==> config.mk <==
export PLATFORM = sky130hd
export DESIGN_NAME = cfh_host
export DESIGN_NICKNAME = d
export VERILOG_FILES = /design/src/cfh_pkg.sv /design/src/cfh_host.sv /design/src/cfh_tick.sv
export SDC_FILE = /design/constraint.sdc
export NUM_CORES = 1
export LEC_CHECK = 0
export BUFFER_PORTS_ARGS = -buffer_cell sky130_fd_sc_hd__buf_2
export CELL_PAD_IN_SITES_DETAIL_PLACEMENT = 2
export CELL_PAD_IN_SITES_GLOBAL_PLACEMENT = 2
export CORE_ASPECT_RATIO = 2
export CORE_UTILIZATION = 25
export CTS_CLUSTER_DIAMETER = 200
export DETAILED_ROUTE_END_ITERATION = 8
export HOLD_SLACK_MARGIN = 0.1
export PLACE_DENSITY_LB_ADDON = 0.1
export SLEW_MARGIN = 20
export SYNTH_ARGS = -nofsm -noshare
export SYNTH_HDL_FRONTEND = slang
export SYNTH_SLANG_ARGS = --single-unit
==> constraint.sdc <==
create_clock -name mclk -period 2 [get_ports mclk]
set_input_delay 0.5 -clock mclk [delete_from_list [all_inputs] [get_ports mclk]]
set_output_delay 0.5 -clock mclk [all_outputs]
set_load 0.02 [all_outputs]
==> src/cfh_pkg.sv <==
// Purpose: Constants for the host-side card signal controller
// Assumes: 125 MHz mclk, one command at a time
// Notes:   Overview list below names the behaviour kept by the host
//
// Overview of operation
// - IDE uses A2..A0; host grounds the rest
// - Diagnostic pin is two-way in IDE mode; host only reads it
// - Active/slave-present pin is two-way in IDE; host only reads it
// - Both card detects low means card seated
// - Card enables select card and byte/word width
// - First select task file, second alternate regs
// - Sixteen data lines, D00 even, D08 odd
// - IDE registers byte on low lane, data word
// - Register select high common, low attribute
// - Host grounds output enable for IDE mode
package cfh_pkg;

  typedef enum logic [1:0] {
    CFH_MODE_MEM = 2'h0,
    CFH_MODE_IO  = 2'h1,
    CFH_MODE_IDE = 2'h2
  } cfh_mode_t;

  typedef enum logic [3:0] {
    CFH_ST_IDLE   = 4'h1,
    CFH_ST_SETUP  = 4'h2,
    CFH_ST_STROBE = 4'h4,
    CFH_ST_HOLD   = 4'h8
  } cfh_state_t;

  localparam int CFH_CLK_NS   = 8;
  // Each phase (setup, strobe, hold) lasts at least this long
  localparam int CFH_PHASE_NS = 40;
  localparam int CFH_PHASE_CYC = (CFH_PHASE_NS + CFH_CLK_NS - 1) / CFH_CLK_NS;

  localparam int CFH_ADDR_W  = 11;
  localparam int CFH_IDE_A_W = 3;
  localparam int CFH_DATA_W  = 16;
  localparam int CFH_BYTE_W  = 8;

endpackage

==> src/cfh_host.sv <==
// Purpose: Host controller driving a storage card's signal pins
// Assumes: Card inputs synchronous to mclk; one command at a time
// Notes:   Host never drives the two shared status pins
`timescale 1ns/1ns
`default_nettype none
module cfh_host
  import cfh_pkg::*;
(
  input  wire logic        mclk,          // 125 MHz clock
  input  wire logic        arst_n,        // Async reset, low
  input  wire logic        cmd_req,       // Start access, taken when idle
  input  wire logic        cmd_write,     // 1 write, 0 read
  input  wire logic [1:0]  cmd_mode,      // Interface personality
  input  wire logic        cmd_attr,      // Attribute space (memory mode)
  input  wire logic        cmd_alt,       // IDE: alternate register block
  input  wire logic        cmd_word,      // Word access (card modes)
  input  wire logic [10:0] cmd_addr,      // Access address
  input  wire logic [15:0] cmd_wdata,     // Write data
  input  wire logic        cfg_master,    // Configure card as master
  output logic             cmd_busy,      // Access in progress
  output logic             cmd_done,      // One-cycle completion pulse
  output logic [15:0]      cmd_rdata,     // Read data
  output logic             card_seated,   // Both detects low
  output logic             slave_present, // IDE slave seen
  output logic             diag_passed,   // IDE diagnostic passed
  output logic             status_change, // I/O status change seen
  output logic [10:0]      pin_a,         // Address lines
  output logic             pin_ce1_n,     // Enable 1 / chip select 0
  output logic             pin_ce2_n,     // Enable 2 / chip select 1
  output logic             pin_oe_n,      // Output enable / mode select
  output logic             pin_we_n,      // Memory write strobe
  output logic             pin_iord_n,    // I/O read strobe
  output logic             pin_iowr_n,    // I/O write strobe
  output logic             pin_reg_n,     // Space select
  output logic             pin_csel_n,    // Cable select
  input  wire logic [15:0] pin_d_in,      // Data bus in
  output logic [15:0]      pin_d_out,     // Data bus out
  output logic             pin_d_oe_lo,   // Drive D07..D00
  output logic             pin_d_oe_hi,   // Drive D15..D08
  input  wire logic        pin_cd1_n,     // Card detect 1
  input  wire logic        pin_cd2_n,     // Card detect 2
  input  wire logic        pin_stat1_in,  // Status pin 46 in
  output logic             pin_stat1_out, // Status pin 46 out
  output logic             pin_stat1_oe,  // Status pin 46 enable
  input  wire logic        pin_stat2_in,  // Status pin 45 in
  output logic             pin_stat2_out, // Status pin 45 out
  output logic             pin_stat2_oe   // Status pin 45 enable
);
  cfh_state_t  st_ff, nxt_st;
  cfh_mode_t   mode_ff, nxt_mode;
  logic        wr_ff, nxt_wr, word_ff, nxt_word, done_ff, nxt_done, busy_ff, nxt_busy;
  logic [10:0] a_ff, nxt_a;
  logic [15:0] dout_ff, nxt_dout, rdata_ff, nxt_rdata;
  logic        ce1_ff, nxt_ce1, ce2_ff, nxt_ce2, reg_ff, nxt_reg;
  logic        oe_ff, nxt_oe, we_ff, nxt_we, iord_ff, nxt_iord, iowr_ff, nxt_iowr;
  logic        dlo_ff, nxt_dlo, dhi_ff, nxt_dhi;
  logic        seat_ff, slave_ff, diag_ff, stchg_ff, csel_ff;
  logic        tick;
  ////////////////////////////////////////////////////////////////////////////
  // Phase timer
  cfh_tick u_tick (
    .mclk   (mclk),
    .arst_n (arst_n),
    .clr    (st_ff == CFH_ST_IDLE),
    .tick   (tick)
  );
  ////////////////////////////////////////////////////////////////////////////
  // Access sequencer
  always_comb
  begin
    nxt_st    = st_ff;
    nxt_mode  = mode_ff;
    nxt_wr    = wr_ff;
    nxt_word  = word_ff;
    nxt_a     = a_ff;
    nxt_dout  = dout_ff;
    nxt_rdata = rdata_ff;
    nxt_ce1   = ce1_ff;
    nxt_ce2   = ce2_ff;
    nxt_reg   = reg_ff;
    {nxt_we, nxt_iord, nxt_iowr} = 3'h7;
    nxt_dlo   = dlo_ff;
    nxt_dhi   = dhi_ff;
    nxt_done  = 1'b0;
    // Mode select grounded for the whole time IDE is the last mode
    // IDE mode select
    nxt_oe    = (mode_ff != CFH_MODE_IDE);
    case (st_ff)
      CFH_ST_IDLE:
      begin
        if (cmd_req)
        begin
          nxt_st   = CFH_ST_SETUP;
          nxt_mode = cfh_mode_t'(cmd_mode);
          nxt_wr   = cmd_write;
          nxt_oe   = (cmd_mode != CFH_MODE_IDE);
          if (cmd_mode == CFH_MODE_IDE)
          begin
            nxt_a   = {8'h00, cmd_addr[CFH_IDE_A_W-1:0]};
            nxt_ce1 = cmd_alt;
            nxt_ce2 = !cmd_alt;
            nxt_word = !cmd_alt && (cmd_addr[CFH_IDE_A_W-1:0] == 3'h0);
            nxt_reg  = 1'b1;
          end
          else
          begin
            nxt_a    = cmd_addr;
            nxt_ce1  = 1'b0;
            nxt_ce2  = !cmd_word;
            nxt_word = cmd_word;
            nxt_reg  = (cmd_mode == CFH_MODE_MEM) ? !cmd_attr : 1'b1;
          end
          nxt_dout = nxt_word ? cmd_wdata : {8'h00, cmd_wdata[CFH_BYTE_W-1:0]};
          nxt_dlo = cmd_write;
          nxt_dhi = cmd_write && nxt_word;
        end
      end
      CFH_ST_SETUP:
      begin
        if (tick)
        begin
          nxt_st = CFH_ST_STROBE;
        end
      end
      CFH_ST_STROBE:
      begin
        nxt_we   = !(mode_ff == CFH_MODE_MEM && wr_ff);
        nxt_oe   = (mode_ff == CFH_MODE_MEM) ? wr_ff : nxt_oe;
        nxt_iord = !(mode_ff != CFH_MODE_MEM && !wr_ff);
        nxt_iowr = !(mode_ff != CFH_MODE_MEM && wr_ff);
        if (tick)
        begin
          nxt_st   = CFH_ST_HOLD;
          nxt_oe   = (mode_ff != CFH_MODE_IDE);
          {nxt_we, nxt_iord, nxt_iowr} = 3'h7;
          if (!wr_ff)
          begin
            nxt_rdata = word_ff ? pin_d_in : {8'h00, pin_d_in[CFH_BYTE_W-1:0]};
          end
        end
      end
      CFH_ST_HOLD:
      begin
        // Data and address stay put past the rising write strobe
        // write data hold
        if (tick)
        begin
          nxt_st   = CFH_ST_IDLE;
          nxt_done = 1'b1;
          {nxt_ce1, nxt_ce2} = 2'h3;
          {nxt_dlo, nxt_dhi} = 2'h0;
        end
      end
      default:
      begin
        nxt_st = CFH_ST_IDLE;
      end
    endcase
    // Busy is registered so every top output leaves a flop or is tied to a constant
    nxt_busy = (nxt_st != CFH_ST_IDLE);
  end
  always_ff @(posedge mclk or negedge arst_n)
  begin
    if (!arst_n)
    begin
      st_ff    <= CFH_ST_IDLE;
      mode_ff  <= CFH_MODE_MEM;
      a_ff     <= 11'h000;
      dout_ff  <= 16'h0000;
      rdata_ff <= 16'h0000;
      {ce1_ff, ce2_ff, reg_ff, oe_ff, we_ff, iord_ff, iowr_ff} <= 7'h7F;
      {wr_ff, word_ff, dlo_ff, dhi_ff, done_ff, busy_ff} <= 6'h00;
    end
    else
    begin
      st_ff    <= nxt_st;
      mode_ff  <= nxt_mode;
      wr_ff    <= nxt_wr;
      word_ff  <= nxt_word;
      a_ff     <= nxt_a;
      dout_ff  <= nxt_dout;
      rdata_ff <= nxt_rdata;
      ce1_ff   <= nxt_ce1;
      ce2_ff   <= nxt_ce2;
      reg_ff   <= nxt_reg;
      oe_ff    <= nxt_oe;
      we_ff    <= nxt_we;
      iord_ff  <= nxt_iord;
      iowr_ff  <= nxt_iowr;
      dlo_ff   <= nxt_dlo;
      dhi_ff   <= nxt_dhi;
      done_ff  <= nxt_done;
      busy_ff  <= nxt_busy;
    end
  end
  ////////////////////////////////////////////////////////////////////////////
  // Card status observers
  always_ff @(posedge mclk or negedge arst_n)
  begin
    if (!arst_n)
    begin
      {seat_ff, slave_ff, diag_ff, stchg_ff} <= 4'h0;
      csel_ff  <= 1'b1;
    end
    else
    begin
      seat_ff  <= !pin_cd1_n && !pin_cd2_n;
      // Shared pins are only read; the card side owns them
      // IDE handshake pins and I/O status change
      diag_ff  <= (mode_ff == CFH_MODE_IDE) && !pin_stat1_in;
      slave_ff <= (mode_ff == CFH_MODE_IDE) && !pin_stat2_in;
      stchg_ff <= (mode_ff == CFH_MODE_IO) && !pin_stat1_in;
      csel_ff  <= !cfg_master;
    end
  end
  assign cmd_busy      = busy_ff;
  assign cmd_done      = done_ff;
  assign cmd_rdata     = rdata_ff;
  assign card_seated   = seat_ff;
  assign slave_present = slave_ff;
  assign diag_passed   = diag_ff;
  assign status_change = stchg_ff;
  assign pin_a         = a_ff;
  assign pin_ce1_n     = ce1_ff;
  assign pin_ce2_n     = ce2_ff;
  assign pin_oe_n      = oe_ff;
  assign pin_we_n      = we_ff;
  assign pin_iord_n    = iord_ff;
  assign pin_iowr_n    = iowr_ff;
  assign pin_reg_n     = reg_ff;
  assign pin_csel_n    = csel_ff;
  assign pin_d_out     = dout_ff;
  assign pin_d_oe_lo   = dlo_ff;
  assign pin_d_oe_hi   = dhi_ff;
  assign pin_stat1_out = 1'b0;
  assign pin_stat1_oe  = 1'b0;
  assign pin_stat2_out = 1'b0;
  assign pin_stat2_oe  = 1'b0;
  ////////////////////////////////////////////////////////////////////////////
  // Checks
  property p_ide_addr;
    @(posedge mclk) disable iff (!arst_n)
    (mode_ff == CFH_MODE_IDE) |-> (pin_a[10:3] == 8'h00);
  endproperty
  a_ide_addr: assert property (p_ide_addr) else $error("IDE high address not grounded");
  property p_ide_oe;
    @(posedge mclk) disable iff (!arst_n)
    (mode_ff == CFH_MODE_IDE) && cmd_busy |-> !pin_oe_n;
  endproperty
  a_ide_oe: assert property (p_ide_oe) else $error("IDE mode select not low");
  property p_ce_idle;
    @(posedge mclk) disable iff (!arst_n)
    $fell(cmd_busy) |-> pin_ce1_n && pin_ce2_n;
  endproperty
  a_ce_idle: assert property (p_ce_idle) else $error("Card left selected when idle");
  property p_wr_hold;
    @(posedge mclk) disable iff (!arst_n)
    $rose(pin_iowr_n) |-> pin_d_oe_lo && $stable(pin_d_out) ##1 pin_d_oe_lo;
  endproperty
  a_wr_hold: assert property (p_wr_hold) else $error("Write data released at strobe edge");
  property p_seated;
    @(posedge mclk) disable iff (!arst_n)
    (!pin_cd1_n && !pin_cd2_n) [*2] |-> card_seated;
  endproperty
  a_seated: assert property (p_seated) else $error("Seated flag missing");
  property p_tf_byte;
    @(posedge mclk) disable iff (!arst_n)
    (mode_ff == CFH_MODE_IDE) && cmd_busy && (pin_a[2:0] != 3'h0) |-> !pin_d_oe_hi;
  endproperty
  a_tf_byte: assert property (p_tf_byte) else $error("Task file access drove high lane");
  property p_space;
    @(posedge mclk) disable iff (!arst_n)
    cmd_req && !cmd_busy && (cmd_mode == CFH_MODE_MEM) |=> (pin_reg_n == !$past(cmd_attr));
  endproperty
  a_space: assert property (p_space) else $error("Space select wrong");
  property p_cs_pick;
    @(posedge mclk) disable iff (!arst_n)
    cmd_req && !cmd_busy && (cmd_mode == CFH_MODE_IDE) |=>
      (pin_ce1_n != pin_ce2_n) && (pin_ce1_n == $past(cmd_alt));
  endproperty
  a_cs_pick: assert property (p_cs_pick) else $error("Wrong IDE chip select");
  property p_done;
    @(posedge mclk) disable iff (!arst_n)
    cmd_req && !cmd_busy |=> cmd_busy ##[14:16] cmd_done;
  endproperty
  a_done: assert property (p_done) else $error("Access did not complete in time");

endmodule
`default_nettype wire

==> src/cfh_tick.sv <==
// Purpose: Phase enable divider for the strobe sequencer
// Assumes: clr held while idle so every phase is full length
// Notes:   tick is a one-cycle pulse every CFH_PHASE_CYC cycles
`timescale 1ns/1ns
`default_nettype none
module cfh_tick
  import cfh_pkg::*;
(
  input  wire logic mclk,   // System clock
  input  wire logic arst_n, // Async reset, low
  input  wire logic clr,    // Restart count
  output logic      tick    // Phase enable pulse
);

  localparam logic [3:0] LAST = 4'(CFH_PHASE_CYC - 1);

  logic [3:0] cnt_ff;
  logic [3:0] nxt_cnt;
  logic       tick_ff;
  logic       nxt_tick;

  always_comb
  begin
    nxt_tick = 1'b0;
    nxt_cnt  = cnt_ff + 4'h1;
    if (clr)
    begin
      nxt_cnt = 4'h0;
    end
    else if (cnt_ff == LAST)
    begin
      nxt_cnt  = 4'h0;
      nxt_tick = 1'b1;
    end
  end

  always_ff @(posedge mclk or negedge arst_n)
  begin
    if (!arst_n)
    begin
      cnt_ff  <= 4'h0;
      tick_ff <= 1'b0;
    end
    else
    begin
      cnt_ff  <= nxt_cnt;
      tick_ff <= nxt_tick;
    end
  end

  assign tick = tick_ff;

endmodule
`default_nettype wire
Word-level counts from Yosys, hierarchy flattened

Index checks and enable logic that the tools add are counted.

Output and inout port bits: 63
Logic and storage cells: 110
Flip-flop bits (word level): 72
Bits of input ports: 57

$add $sub $neg: 1
Equal/unequal tests: 13
Bitwise operators: 1
Reductions and logical operators: 29
Muxes and demuxes: 41

Operators with widths:

| cell                                                            | number |
|---|---|
| 16-bit 2-to-1 mux                                               | 2 |
| 1-bit 2-to-1 mux                                                | 26 |
| 4-bit 2-to-1 mux                                                | 6 |
| 4-bit one-hot mux with 4 select lines                           | 1 |
| 1-bit zero test                                                 | 12 |
| 11-bit 2-to-1 mux                                               | 1 |
| 1-bit one-hot mux with 2 select lines                           | 5 |
| 1-bit logical AND                                               | 9 |
| 4-bit by 3-bit == test with 1-bit output, second input constant | 2 |
| 2-bit != test, second input constant                            | 3 |
| 3-bit AND reduction                                             | 2 |
| 4-bit by 1-bit adder with 4-bit output, second input constant   | 1 |
| 2-bit == test, second input constant                            | 2 |
| 4-bit by 1-bit == test with 1-bit output, second input constant | 1 |
| 4-bit by 2-bit == test with 1-bit output, second input constant | 1 |
| 4-bit == test, second input constant                            | 1 |
| 2-bit zero test                                                 | 2 |
| 4-bit by 1-bit != test with 1-bit output, second input constant | 1 |
| 2-bit nonzero test                                              | 2 |
| 3-bit zero test                                                 | 1 |
| 2-bit by 1-bit == test with 1-bit output, second input constant | 1 |
| 2-bit by 1-bit != test with 1-bit output, second input constant | 1 |
| 2-bit AND reduction                                             | 1 |
| 1-bit inverter                                                  | 1 |

Logic depth before layout (Yosys ltp)

Gate-level depths: netlist of run 1.

Depth in word-level cells: 8
Mapped depth: 7
Depth with buffers taken out: 6

Cells and area by module

A second synthesis of run 1 with hierarchy kept.

Cells, all modules: 296
Area total of the unflattened synthesis: 3014.1 um2

By module, submodules not included:

| module   | area each (um2) | times used | cells an instance |
|---|---|---|---|
| cfh_host | 2786.4          | 1          | 275 |
| cfh_tick | 227.7           | 1          | 21 |

Worst setup path before layout of run 1

OpenSTA, ideal clock, no wires.

Path type: register -> register
From: register st_ff[1]
To: register rdata_ff[4] (netlist: cmd_rdata[4])
Setup slack: -0.054 ns
Arrival: 1.929 ns
Cell stages (with the launch flop): 7
Setup time: 0.125 ns
Buffers on the path: 3
Clock period less this slack: 2.054 ns
Cell sequence: dfrtp_1 -> buf_6 -> or4b_4 -> or3b_1 -> buf_6 -> buf_6 -> mux2_4

Cells in the longest elaborated chain, start to end: 2

RTL lines:

| element                                  | RTL line        | RTL |
|---|---|---|
| start: declaration                       | cfh_host.sv:49  | `cfh_state_t st_ff, nxt_st;` |
| start signal: assignment                 | cfh_host.sv:176 | `st_ff <= nxt_st;` |
| 4-bit by 3-bit == test with 1-bit output | cfh_host.sv:88  | `case (st_ff)` |
| 3-bit AND reduction (no line)            | --              |  |
| end signal: assignment                   | cfh_host.sv:182 | `rdata_ff <= nxt_rdata;` |
| end: declaration                         | cfh_host.sv:53  | `logic [15:0] dout_ff, nxt_dout, rdata_ff, nxt_rdata;` |

No other way between the ends.
A chain may end at the register's enable or synchronous reset.

Worst setup path after layout of run 1

From: register st_ff[1]
To: register rdata_ff[7] (netlist: cmd_rdata[7])

The elaborated chain is that of the path after synthesis.

==> results.json, run 1 <==
{
  "finalMaxSlewViolations": 0,
  "antenna_left": 0,
  "post-cts-setup-buffers": 0,
  "internal-power_mw": 3.50,
  "hold_class": "input pin to asynchronous set/reset pin",
  "cts_buffer_depth": 2,
  "crit_family": "simple AND/OR/NAND/NOR gates",
  "cts_hold_buf": 0,
  "swShare_pct": 37.2,
  "post_drt_via_cell_ratio": 4.52,
  "detailed_place_hpwl_um": 6560,
  "final.setup.worst_slack_ns": 0.0864,
  "cts_root_buf": "clkbuf_16",
  "synth-adder-area-share_pct": 0.844,
  "die_area_um2": 12300,
  "synth_xor_area_share_pct": 0,
  "max_stage_delay_ns": 0.52,
  "fin_skew_ns": 0.00945,
  "first_pass_iters": 6,
  "crit_path_top_delay_cell": "or4b_4",
  "grt_pass1_vias": 2769,
  "start_util_pct": 25.5,
  "clock_latency_ns": 0.33,
  "synth_enable_flop_cells": 0,
  "remaining_drc_errors": 0,
  "leakagePower_nw": 2.11,
  "maxCapViolCount": 0,
  "crit_buf_inv": 1,
  "grt_max_degree": 45,
  "crit_chain": "or4b_4 -> or3b_1 -> buf_12 -> mux2_4",
  "most-common-layout-cells": "114 x buf_2, 92 x nand2_1, 63 x dfrtp_1",
  "final_nets": 476,
  "core-area_um2": 11600,
  "ios": 120,
  "grt_pass1_wl_um": 14100,
  "overflow": 0,
  "globalplace.congestion": 0.746,
  "numCtsBuffers": 9,
  "die_x_um": 79.0,
  "r2r_start": "st_ff[1]",
  "synthArstFlopShare_pct": 100,
  "synthSimpleGateAreaFrac_pct": 21.5,
  "grtUsageTotal_pct": 15.3,
  "muxShareOfSynthArea_pct": 4.26,
  "worst_setup_path_end_kind": "flop",
  "path_class": "flop to flop",
  "antenna_found_initial": 0,
  "startpoint": "st_ff[1]",
  "final_hold_viol_count": 0,
  "use_met1_pct": 15.9,
  "die_h_um": 156,
  "synth_compound_gate_area_share_pct": 7.04,
  "finalPower_mw": 5.58,
  "synth_cell_types": 38,
  "route.vias.total": 2563,
  "cts_sinks": 72,
  "gr-usage-met2_pct": 28.3,
  "finalCritPeriodShare_pct": 95.7,
  "cts_tree": "built",
  "fmax_ghz": 0.523,
  "synthFlopType": "dfrtp_1",
  "p_clk_share_pct": 26.9,
  "synth-seq-cells": 72,
  "outcome": "finished clean",
  "synth_top_family_by_area": "simple AND/OR/NAND/NOR gates",
  "layout_commonest_cell": "buf_2",
  "switchingPower_mw": 2.07,
  "grt.busiest_layer": "met2",
  "path_max_fanout": 24,
  "startpoint_type": "flop",
  "pre_cts_slack_ns": 0.0798,
  "fillers": 1371,
  "fin_crit_ns": 1.91,
  "rsz0062_at_grt": "false",
  "rows": 56,
  "post_drt_wl_per_cell_um": 15.7,
  "crit_required_ns": 2.21,
  "p_per_area_nw_per_um2": 1370,
  "htreeDepth": 3,
  "io_buffers": 115,
  "yosysWarnings": 0,
  "ir_drop_mv": 0.591,
  "drive_gt1_share_pct": 39.1,
  "seqPwrFrac_pct": 39.2,
  "final-setup-viol-count": 0,
  "clk_pin_slew_worst_paths_ns": 0.06,
  "drtIter0Drc": 48,
  "holdWs_ns": 0.126,
  "synth_seq_area_share_pct": 61.1,
  "area_delta_synth_final_pct": 36.9,
  "antennaDiodeCount": 0,
  "worstPathArrival_ns": 2.13,
  "drt-total-wl_um": 8900,
  "comb_power_share_pct": 33.8,
  "cts_resized": 0,
  "postSynthCellCount": 293,
  "syn_area_um2": 2970,
  "use_met3_pct": 3.74,
  "avgSynthCellArea_um2": 10.1
}
[Yosys cell counts, types with 3 or more instances]
cell | n | area [µm²]
nor2_1 | 14 | 52.6
o21ai_0 | 20 | 100
inv_1 | 8 | 30.0
buf_4 | 4 | 30.0
nand2_1 | 92 | 345
nor3_1 | 8 | 40.0
a21oi_1 | 6 | 30.0
mux2_2 | 5 | 56.3
buf_2 | 5 | 25.0
nand3b_1 | 4 | 30.0
buf_6 | 3 | 33.8
dfrtp_1 | 63 | 1580
nand2b_1 | 3 | 18.8
mux2_4 | 4 | 60.1
clkbuf_1 | 7 | 26.3
nor3b_1 | 3 | 22.5
dfstp_2 | 9 | 236
nand3_1 | 10 | 50.1
[state kept, by name (all words and copies together) (netlist names), 2 cells and up]
register       count
cmd_rdata         16
pin_a             11
u_tick.cnt_ff      4
mode_ff            2
pin_d_out         16
st_ff              4
[power groups by stage]
stage,clock [mW],sequential (mW),combinational [mW]
final,1.50,2.19,1.89
after CTS,1.57,2.20,1.94
after global routing,1.63,2.25,2.09
after floorplan,0,2.58,0.730
after detailed placement,0,2.22,1.93
after global placement,0,2.21,1.88
[worst register-to-register path, cell delays in order, from the launching register on]
cell and delay [ns]:
dfrtp_1 0.38, or4b_4 0.52, or3b_1 0.41, buf_12 0.18, mux2_4 0.30
[kinds of logic (layout without fill, tap and decap cells)]
family / Yosys count / count (layout)
fa+ha+maj: 2 / 2
buf+inv: 29 / 155
flops: 72 / 72
simple gates: 143 / 143
mux: 10 / 10
other cells: 1 / 4
compound gates: 36 / 36
[through the flow]
stage	utilization, %	cells	setup TNS [ns]	instance area (µm²)
global route	34.9	567	0	4060
detailed placement	32.5	551	0	3780
finish	34.9	567	0	4060
floorplan	-	296	-0.125	2980
CTS	34.9	567	0	4060
global placement	32.5	551	0	3780
[metal layers]
metal	part of all wire [%]	wire length [µm]
met1	37	3260
met5	0	0
met3	4.9	436
met2	57	5030
met4	1.9	167
[worst paths after layout]
path | slack [ns] | end | depth (start not counted)
min | 0.13 | cmd_rdata[14] | 2
max reg2reg | 0.09 | cmd_rdata[7] | 4
min reg2reg | 0.46 | pin_ce1_n | 2
max | 0.09 | cmd_rdata[7] | 4
max in group asynchronous | 1.47 | pin_ce1_n | 2
min in group mclk | 0.26 | pin_csel_n | 2
[area by class of cell]
cell class,instances,area [µm²],share of cell area [%]
Timing Repair Buffer,131,748,18.4
Multi-Input combinational cell,195,1010,24.9
Inverter,8,30.0,0.739
Clock inverter,3,17.5,0.431
Sequential cell,72,1810,44.6
Clock buffer,13,260,6.41
Tap cell,145,181,4.47
Note: power is estimated with default switching activity, not from simulation.
==> inputs of run 2 (changes only) <==
- CORE_ASPECT_RATIO: 2 -> 1.25
==> run 2 against run 1 <==
Sequential power about the same. Cell area increased by 0.31%. Power increased by 0.14%. Clock power increased by 3%. Critical path depth unchanged. Critical path type unchanged. Highest routed layer unchanged.
==> results.json, run 2 (synthesized netlist as in run 1, its figures left out) <==
{
  "ir_drop_mv": 0.541,
  "cts_hold_buf": 1,
  "detailed_place_hpwl_um": 6240,
  "max_stage_delay_ns": 0.54,
  "cts_sinks": 72,
  "ios": 120,
  "internal-power_mw": 3.53,
  "post_drt_via_cell_ratio": 4.54,
  "grt_pass1_wl_um": 14100,
  "path_class": "flop to flop",
  "final_nets": 478,
  "final-setup-viol-count": 0,
  "globalplace.congestion": 0.683,
  "io_buffers": 115,
  "outcome": "finished clean",
  "remaining_drc_errors": 0,
  "cts_buffer_depth": 2,
  "grt_pass1_vias": 2809,
  "finalPower_mw": 5.58,
  "numCtsBuffers": 9,
  "area_delta_synth_final_pct": 37.4,
  "drive_gt1_share_pct": 39.6,
  "most-common-layout-cells": "114 x buf_2, 92 x nand2_1, 63 x dfrtp_1",
  "hold_class": "input pin to flop",
  "swShare_pct": 36.8,
  "seqPwrFrac_pct": 39.1,
  "route.vias.total": 2551,
  "final_hold_viol_count": 0,
  "grt_max_degree": 35,
  "core-area_um2": 11600,
  "overflow": 0,
  "fmax_ghz": 0.523,
  "htreeDepth": 3,
  "startpoint_type": "flop",
  "p_clk_share_pct": 27.8,
  "path_max_fanout": 24,
  "fillers": 1320,
  "comb_power_share_pct": 33.2,
  "cts_resized": 0,
  "die_area_um2": 12300,
  "first_pass_iters": 4,
  "antenna_found_initial": 0,
  "layout_commonest_cell": "buf_2",
  "maxCapViolCount": 0,
  "drtIter0Drc": 44,
  "drt-total-wl_um": 8570,
  "die_h_um": 124,
  "crit_buf_inv": 1,
  "start_util_pct": 25.7,
  "cts_tree": "built",
  "crit_required_ns": 2.22,
  "switchingPower_mw": 2.06,
  "rows": 44,
  "finalMaxSlewViolations": 0,
  "rsz0062_at_grt": "false",
  "fin_skew_ns": 0.00800,
  "post_drt_wl_per_cell_um": 15.2,
  "fin_crit_ns": 1.91,
  "crit_family": "simple AND/OR/NAND/NOR gates",
  "crit_path_top_delay_cell": "or4b_4",
  "antennaDiodeCount": 0,
  "antenna_left": 0,
  "clk_pin_slew_worst_paths_ns": 0.06,
  "die_x_um": 99.4,
  "finalCritPeriodShare_pct": 95.6,
  "post-cts-setup-buffers": 0,
  "cts_root_buf": "clkbuf_16",
  "leakagePower_nw": 2.11,
  "clock_latency_ns": 0.33,
  "worstPathArrival_ns": 2.13,
  "grtUsageTotal_pct": 15.0,
  "p_per_area_nw_per_um2": 1370,
  "fin_util_pct": 35.2,
  "worst_setup_path_end_kind": "flop",
  "crit_chain": "or4b_4 -> or3b_1 -> buf_12 -> mux2_4"
}
## run 2: changes by cell type in the layout (fill, tap and decap cells not counted), sizes merged
| cell | change |
|---|---|
| clkinv | -1 |
| clkbuf | -1 |
| clkinvlp | +2 |
| buf | +1 |
| dlygate4sd3 | +1 |
## run 2: power by group through the flow
stage	clock network (mW)	logic (mW)	registers, mW
2_1_floorplan	0	0.730	2.58
5_1_grt	1.67	2.08	2.24
4_1_cts	1.63	1.90	2.20
6_report	1.55	1.85	2.18
3_5_place_dp	0	1.89	2.21
3_3_place_gp	0	1.84	2.20
## run 2: area by class of cell
type	count	area, µm²	area share [%]
Inverter	8	30.0	0.737
Clock inverter	4	27.5	0.675
Clock buffer	12	267	6.54
Sequential cell	72	1810	44.5
Multi-Input combinational cell	195	1010	24.8
Timing Repair Buffer	133	753	18.5
Tap cell	138	173	4.24
## run 2: metal layers
layer | vias to the layer above | global-route usage (%) | part of all wire [%]
met5 | - | 0 | 0
met4 | 0 | 5.24 | 1.3
met3 | 9 | 4.77 | 6.2
met2 | 75 | 25.6 | 51
met1 | 1266 | 17.8 | 41
li1 | 1201 | - | -
## run 2: worst paths after layout
kind | slack [ns] | endpoint | start | depth (start not counted)
worst min register to register | 0.46 | pin_a[5] | pin_a[5] | 2
worst max register to register | 0.09 | cmd_rdata[5] | st_ff[0] | 4
worst min-delay path | 0.27 | pin_csel_n | cfg_master | 2
min in group asynchronous | 0.63 | cmd_rdata[4] | arst_n | 2
worst max-delay path | 0.09 | cmd_rdata[5] | st_ff[0] | 4
max in group asynchronous | 0.76 | pin_ce1_n | arst_n | 3
## run 2: stage by stage
stage | setup slack, ns | hold slack (ns) | std cells | instance area (µm²) | setup TNS (ns)
6_report | 0.0870 | 0.271 | 562 | 4080 | 0
5_1_grt | 0.0375 | 0.263 | 562 | 4080 | 0
4_1_cts | 0.0787 | 0.260 | 562 | 4080 | 0
3_5_place_dp | 0.0901 | 0.444 | 545 | 3770 | 0
3_3_place_gp | 0.120 | 0.439 | 545 | 3770 | 0
2_1_floorplan | -0.0313 | 0.204 | 296 | 2980 | -0.125
==> inputs of run 3 (changes only) <==
- BUFFER_PORTS_ARGS: -buffer_cell sky130_fd_sc_hd__buf_2 -> -buffer_cell sky130_fd_sc_hd__buf_4
- RECOVER_POWER: default -> 50
==> run 3 against run 2 <==
Power is 2.4% higher. Worst setup slack worse by 0.025 ns. Cell area is 4.4% higher. Largest cell class unchanged. Fmax is 1.3% lower. Combinational power is 10% higher. Routed wire length is 0.82% lower. First-iteration DRC count is 4.5% higher. Critical path depth stayed put. Global-route usage is 0.32 points lower. Clock power is 5% lower. Largest power group unchanged. Sequential share of layout area is 1.9 points lower.
==> results.json, run 3 (synthesized netlist as in run 1, its figures left out) <==
{
  "antennaDiodeCount": 0,
  "cts_tree": "built",
  "outcome": "finished clean",
  "route.vias.total": 2537,
  "worstPathArrival_ns": 2.15,
  "detailed_place_hpwl_um": 6190,
  "internal-power_mw": 3.69,
  "globalplace.congestion": 0.689,
  "first_pass_iters": 4,
  "grt_max_degree": 35,
  "drtIter0Drc": 46,
  "final.setup.worst_slack_ns": 0.0619,
  "fin_util_pct": 36.8,
  "clock_latency_ns": 0.33,
  "drt-total-wl_um": 8500,
  "relSlewSlack_pct": 41.0,
  "final_hold_viol_count": 0,
  "cts_root_buf": "clkbuf_16",
  "post-cts-setup-buffers": 0,
  "antenna_found_initial": 0,
  "crit_chain": "or4b_1 -> or3b_1 -> buf_12 -> mux2_4",
  "drive_gt1_share_pct": 34.4,
  "ios": 120,
  "p_clk_share_pct": 25.8,
  "rows": 44,
  "grt_pass1_wl_um": 13600,
  "comb_power_share_pct": 35.7,
  "rsz0062_at_grt": "false",
  "final-setup-viol-count": 0,
  "post_drt_wl_per_cell_um": 15.2,
  "die_area_um2": 12300,
  "antenna_left": 0,
  "r2r_start": "st_ff[0]",
  "fin_crit_ns": 1.94,
  "max_stage_delay_ns": 0.56,
  "crit_required_ns": 2.21,
  "dp.cells": 543,
  "pre_cts_slack_ns": 0.0945,
  "grtUsageTotal_pct": 14.7,
  "post_drt_via_cell_ratio": 4.54,
  "switchingPower_mw": 2.03,
  "worst_setup_path_end_kind": "flop",
  "tns_ns": 0,
  "leakagePower_nw": 2.14,
  "layout.cells.non_filler": 559,
  "crit_path_top_delay_cell": "or4b_1",
  "remaining_drc_errors": 0,
  "overflow": 0,
  "clk_pin_slew_worst_paths_ns": 0.05,
  "path_max_fanout": 24,
  "dpl_cell_area_um2": 4050,
  "numCtsBuffers": 9,
  "path_class": "flop to flop",
  "die_x_um": 99.4,
  "htreeDepth": 3,
  "start_util_pct": 25.7,
  "ir_drop_mv": 0.554,
  "layout_commonest_cell": "buf_4",
  "fmax_ghz": 0.516,
  "most-common-layout-cells": "108 x buf_4, 92 x nand2_1, 63 x dfrtp_1",
  "seqPwrFrac_pct": 38.5,
  "final_nets": 475,
  "die_h_um": 124,
  "cts_buffer_depth": 2,
  "grt_pass1_vias": 2719,
  "worst_pin_slew_ns": 0.885,
  "swShare_pct": 35.5,
  "maxCapViolCount": 0,
  "finalCritPeriodShare_pct": 96.9,
  "hold_class": "input pin to asynchronous set/reset pin",
  "finalMaxSlewViolations": 0,
  "area_delta_synth_final_pct": 43.4,
  "core-area_um2": 11600,
  "p_per_area_nw_per_um2": 1340,
  "startpoint": "st_ff[0]",
  "io_buffers": 115,
  "startpoint_type": "flop",
  "fillers": 1315,
  "cts_sinks": 72,
  "final_cell_area_um2": 4250,
  "fin_skew_ns": 0.00510
}
## run 3: critical path, delay by kind of cell (launching register included)
family	cells	cell delay, ns
buffers and inverters	1	0.18
DFF	1	0.37
muxes	1	0.30
and+or+nand+nor	2	0.98
## run 3: area by class of cell
cell class	count	area, µm²	share of cell area (%)
Multi-Input combinational cell	195	1020	24.0
Timing Repair Buffer	130	945	22.2
Clock buffer	16	272	6.38
Sequential cell	72	1810	42.6
Tap cell	138	173	4.06
Inverter	8	30.0	0.706
## run 3: path summary, 6_finish.rpt
check                               end  slack, ns  cells after the start
min                        cmd_rdata[4]       0.28                      1
min in group mclk            pin_csel_n       0.30                      2
max reg2reg                cmd_rdata[5]       0.06                      4
max in group asynchronous      pin_a[4]       0.42                      2
max                        cmd_rdata[5]       0.06                      4
min reg2reg                   pin_ce1_n       0.47                      2
## run 3: stage by stage
stage / hold WS, ns / power [mW]
CTS: 0.143 / 5.88
detailed placement: 0.463 / 4.34
floorplan: 0.204 / 3.31
global route: 0.288 / 6.12
global placement: 0.451 / 4.27
finish: 0.281 / 5.72
## run 3: power groups by stage
stage               Combinational, mW  Sequential (mW)  Clock [mW]
finish                           2.04             2.20        1.48
global route                     2.26             2.27        1.60
CTS                              2.12             2.21        1.55
detailed placement               2.11             2.23           0
global placement                 2.05             2.22           0
floorplan                       0.730             2.58           0
## run 3: layer usage
metal | global-route usage (%) | vias to the layer above | share of wire [%]
met4 | 5.51 | 0 | 1.5
met2 | 25.3 | 73 | 50
met5 | 0 | - | 0
li1 | - | 1190 | -
met3 | 4.71 | 13 | 5.8
met1 | 17.0 | 1261 | 42
## run 3: repair_timing
action,in CTS,in global routing
endpoints found under the setup margin,0,3
hold buffers,0,0
resized for setup,0,2
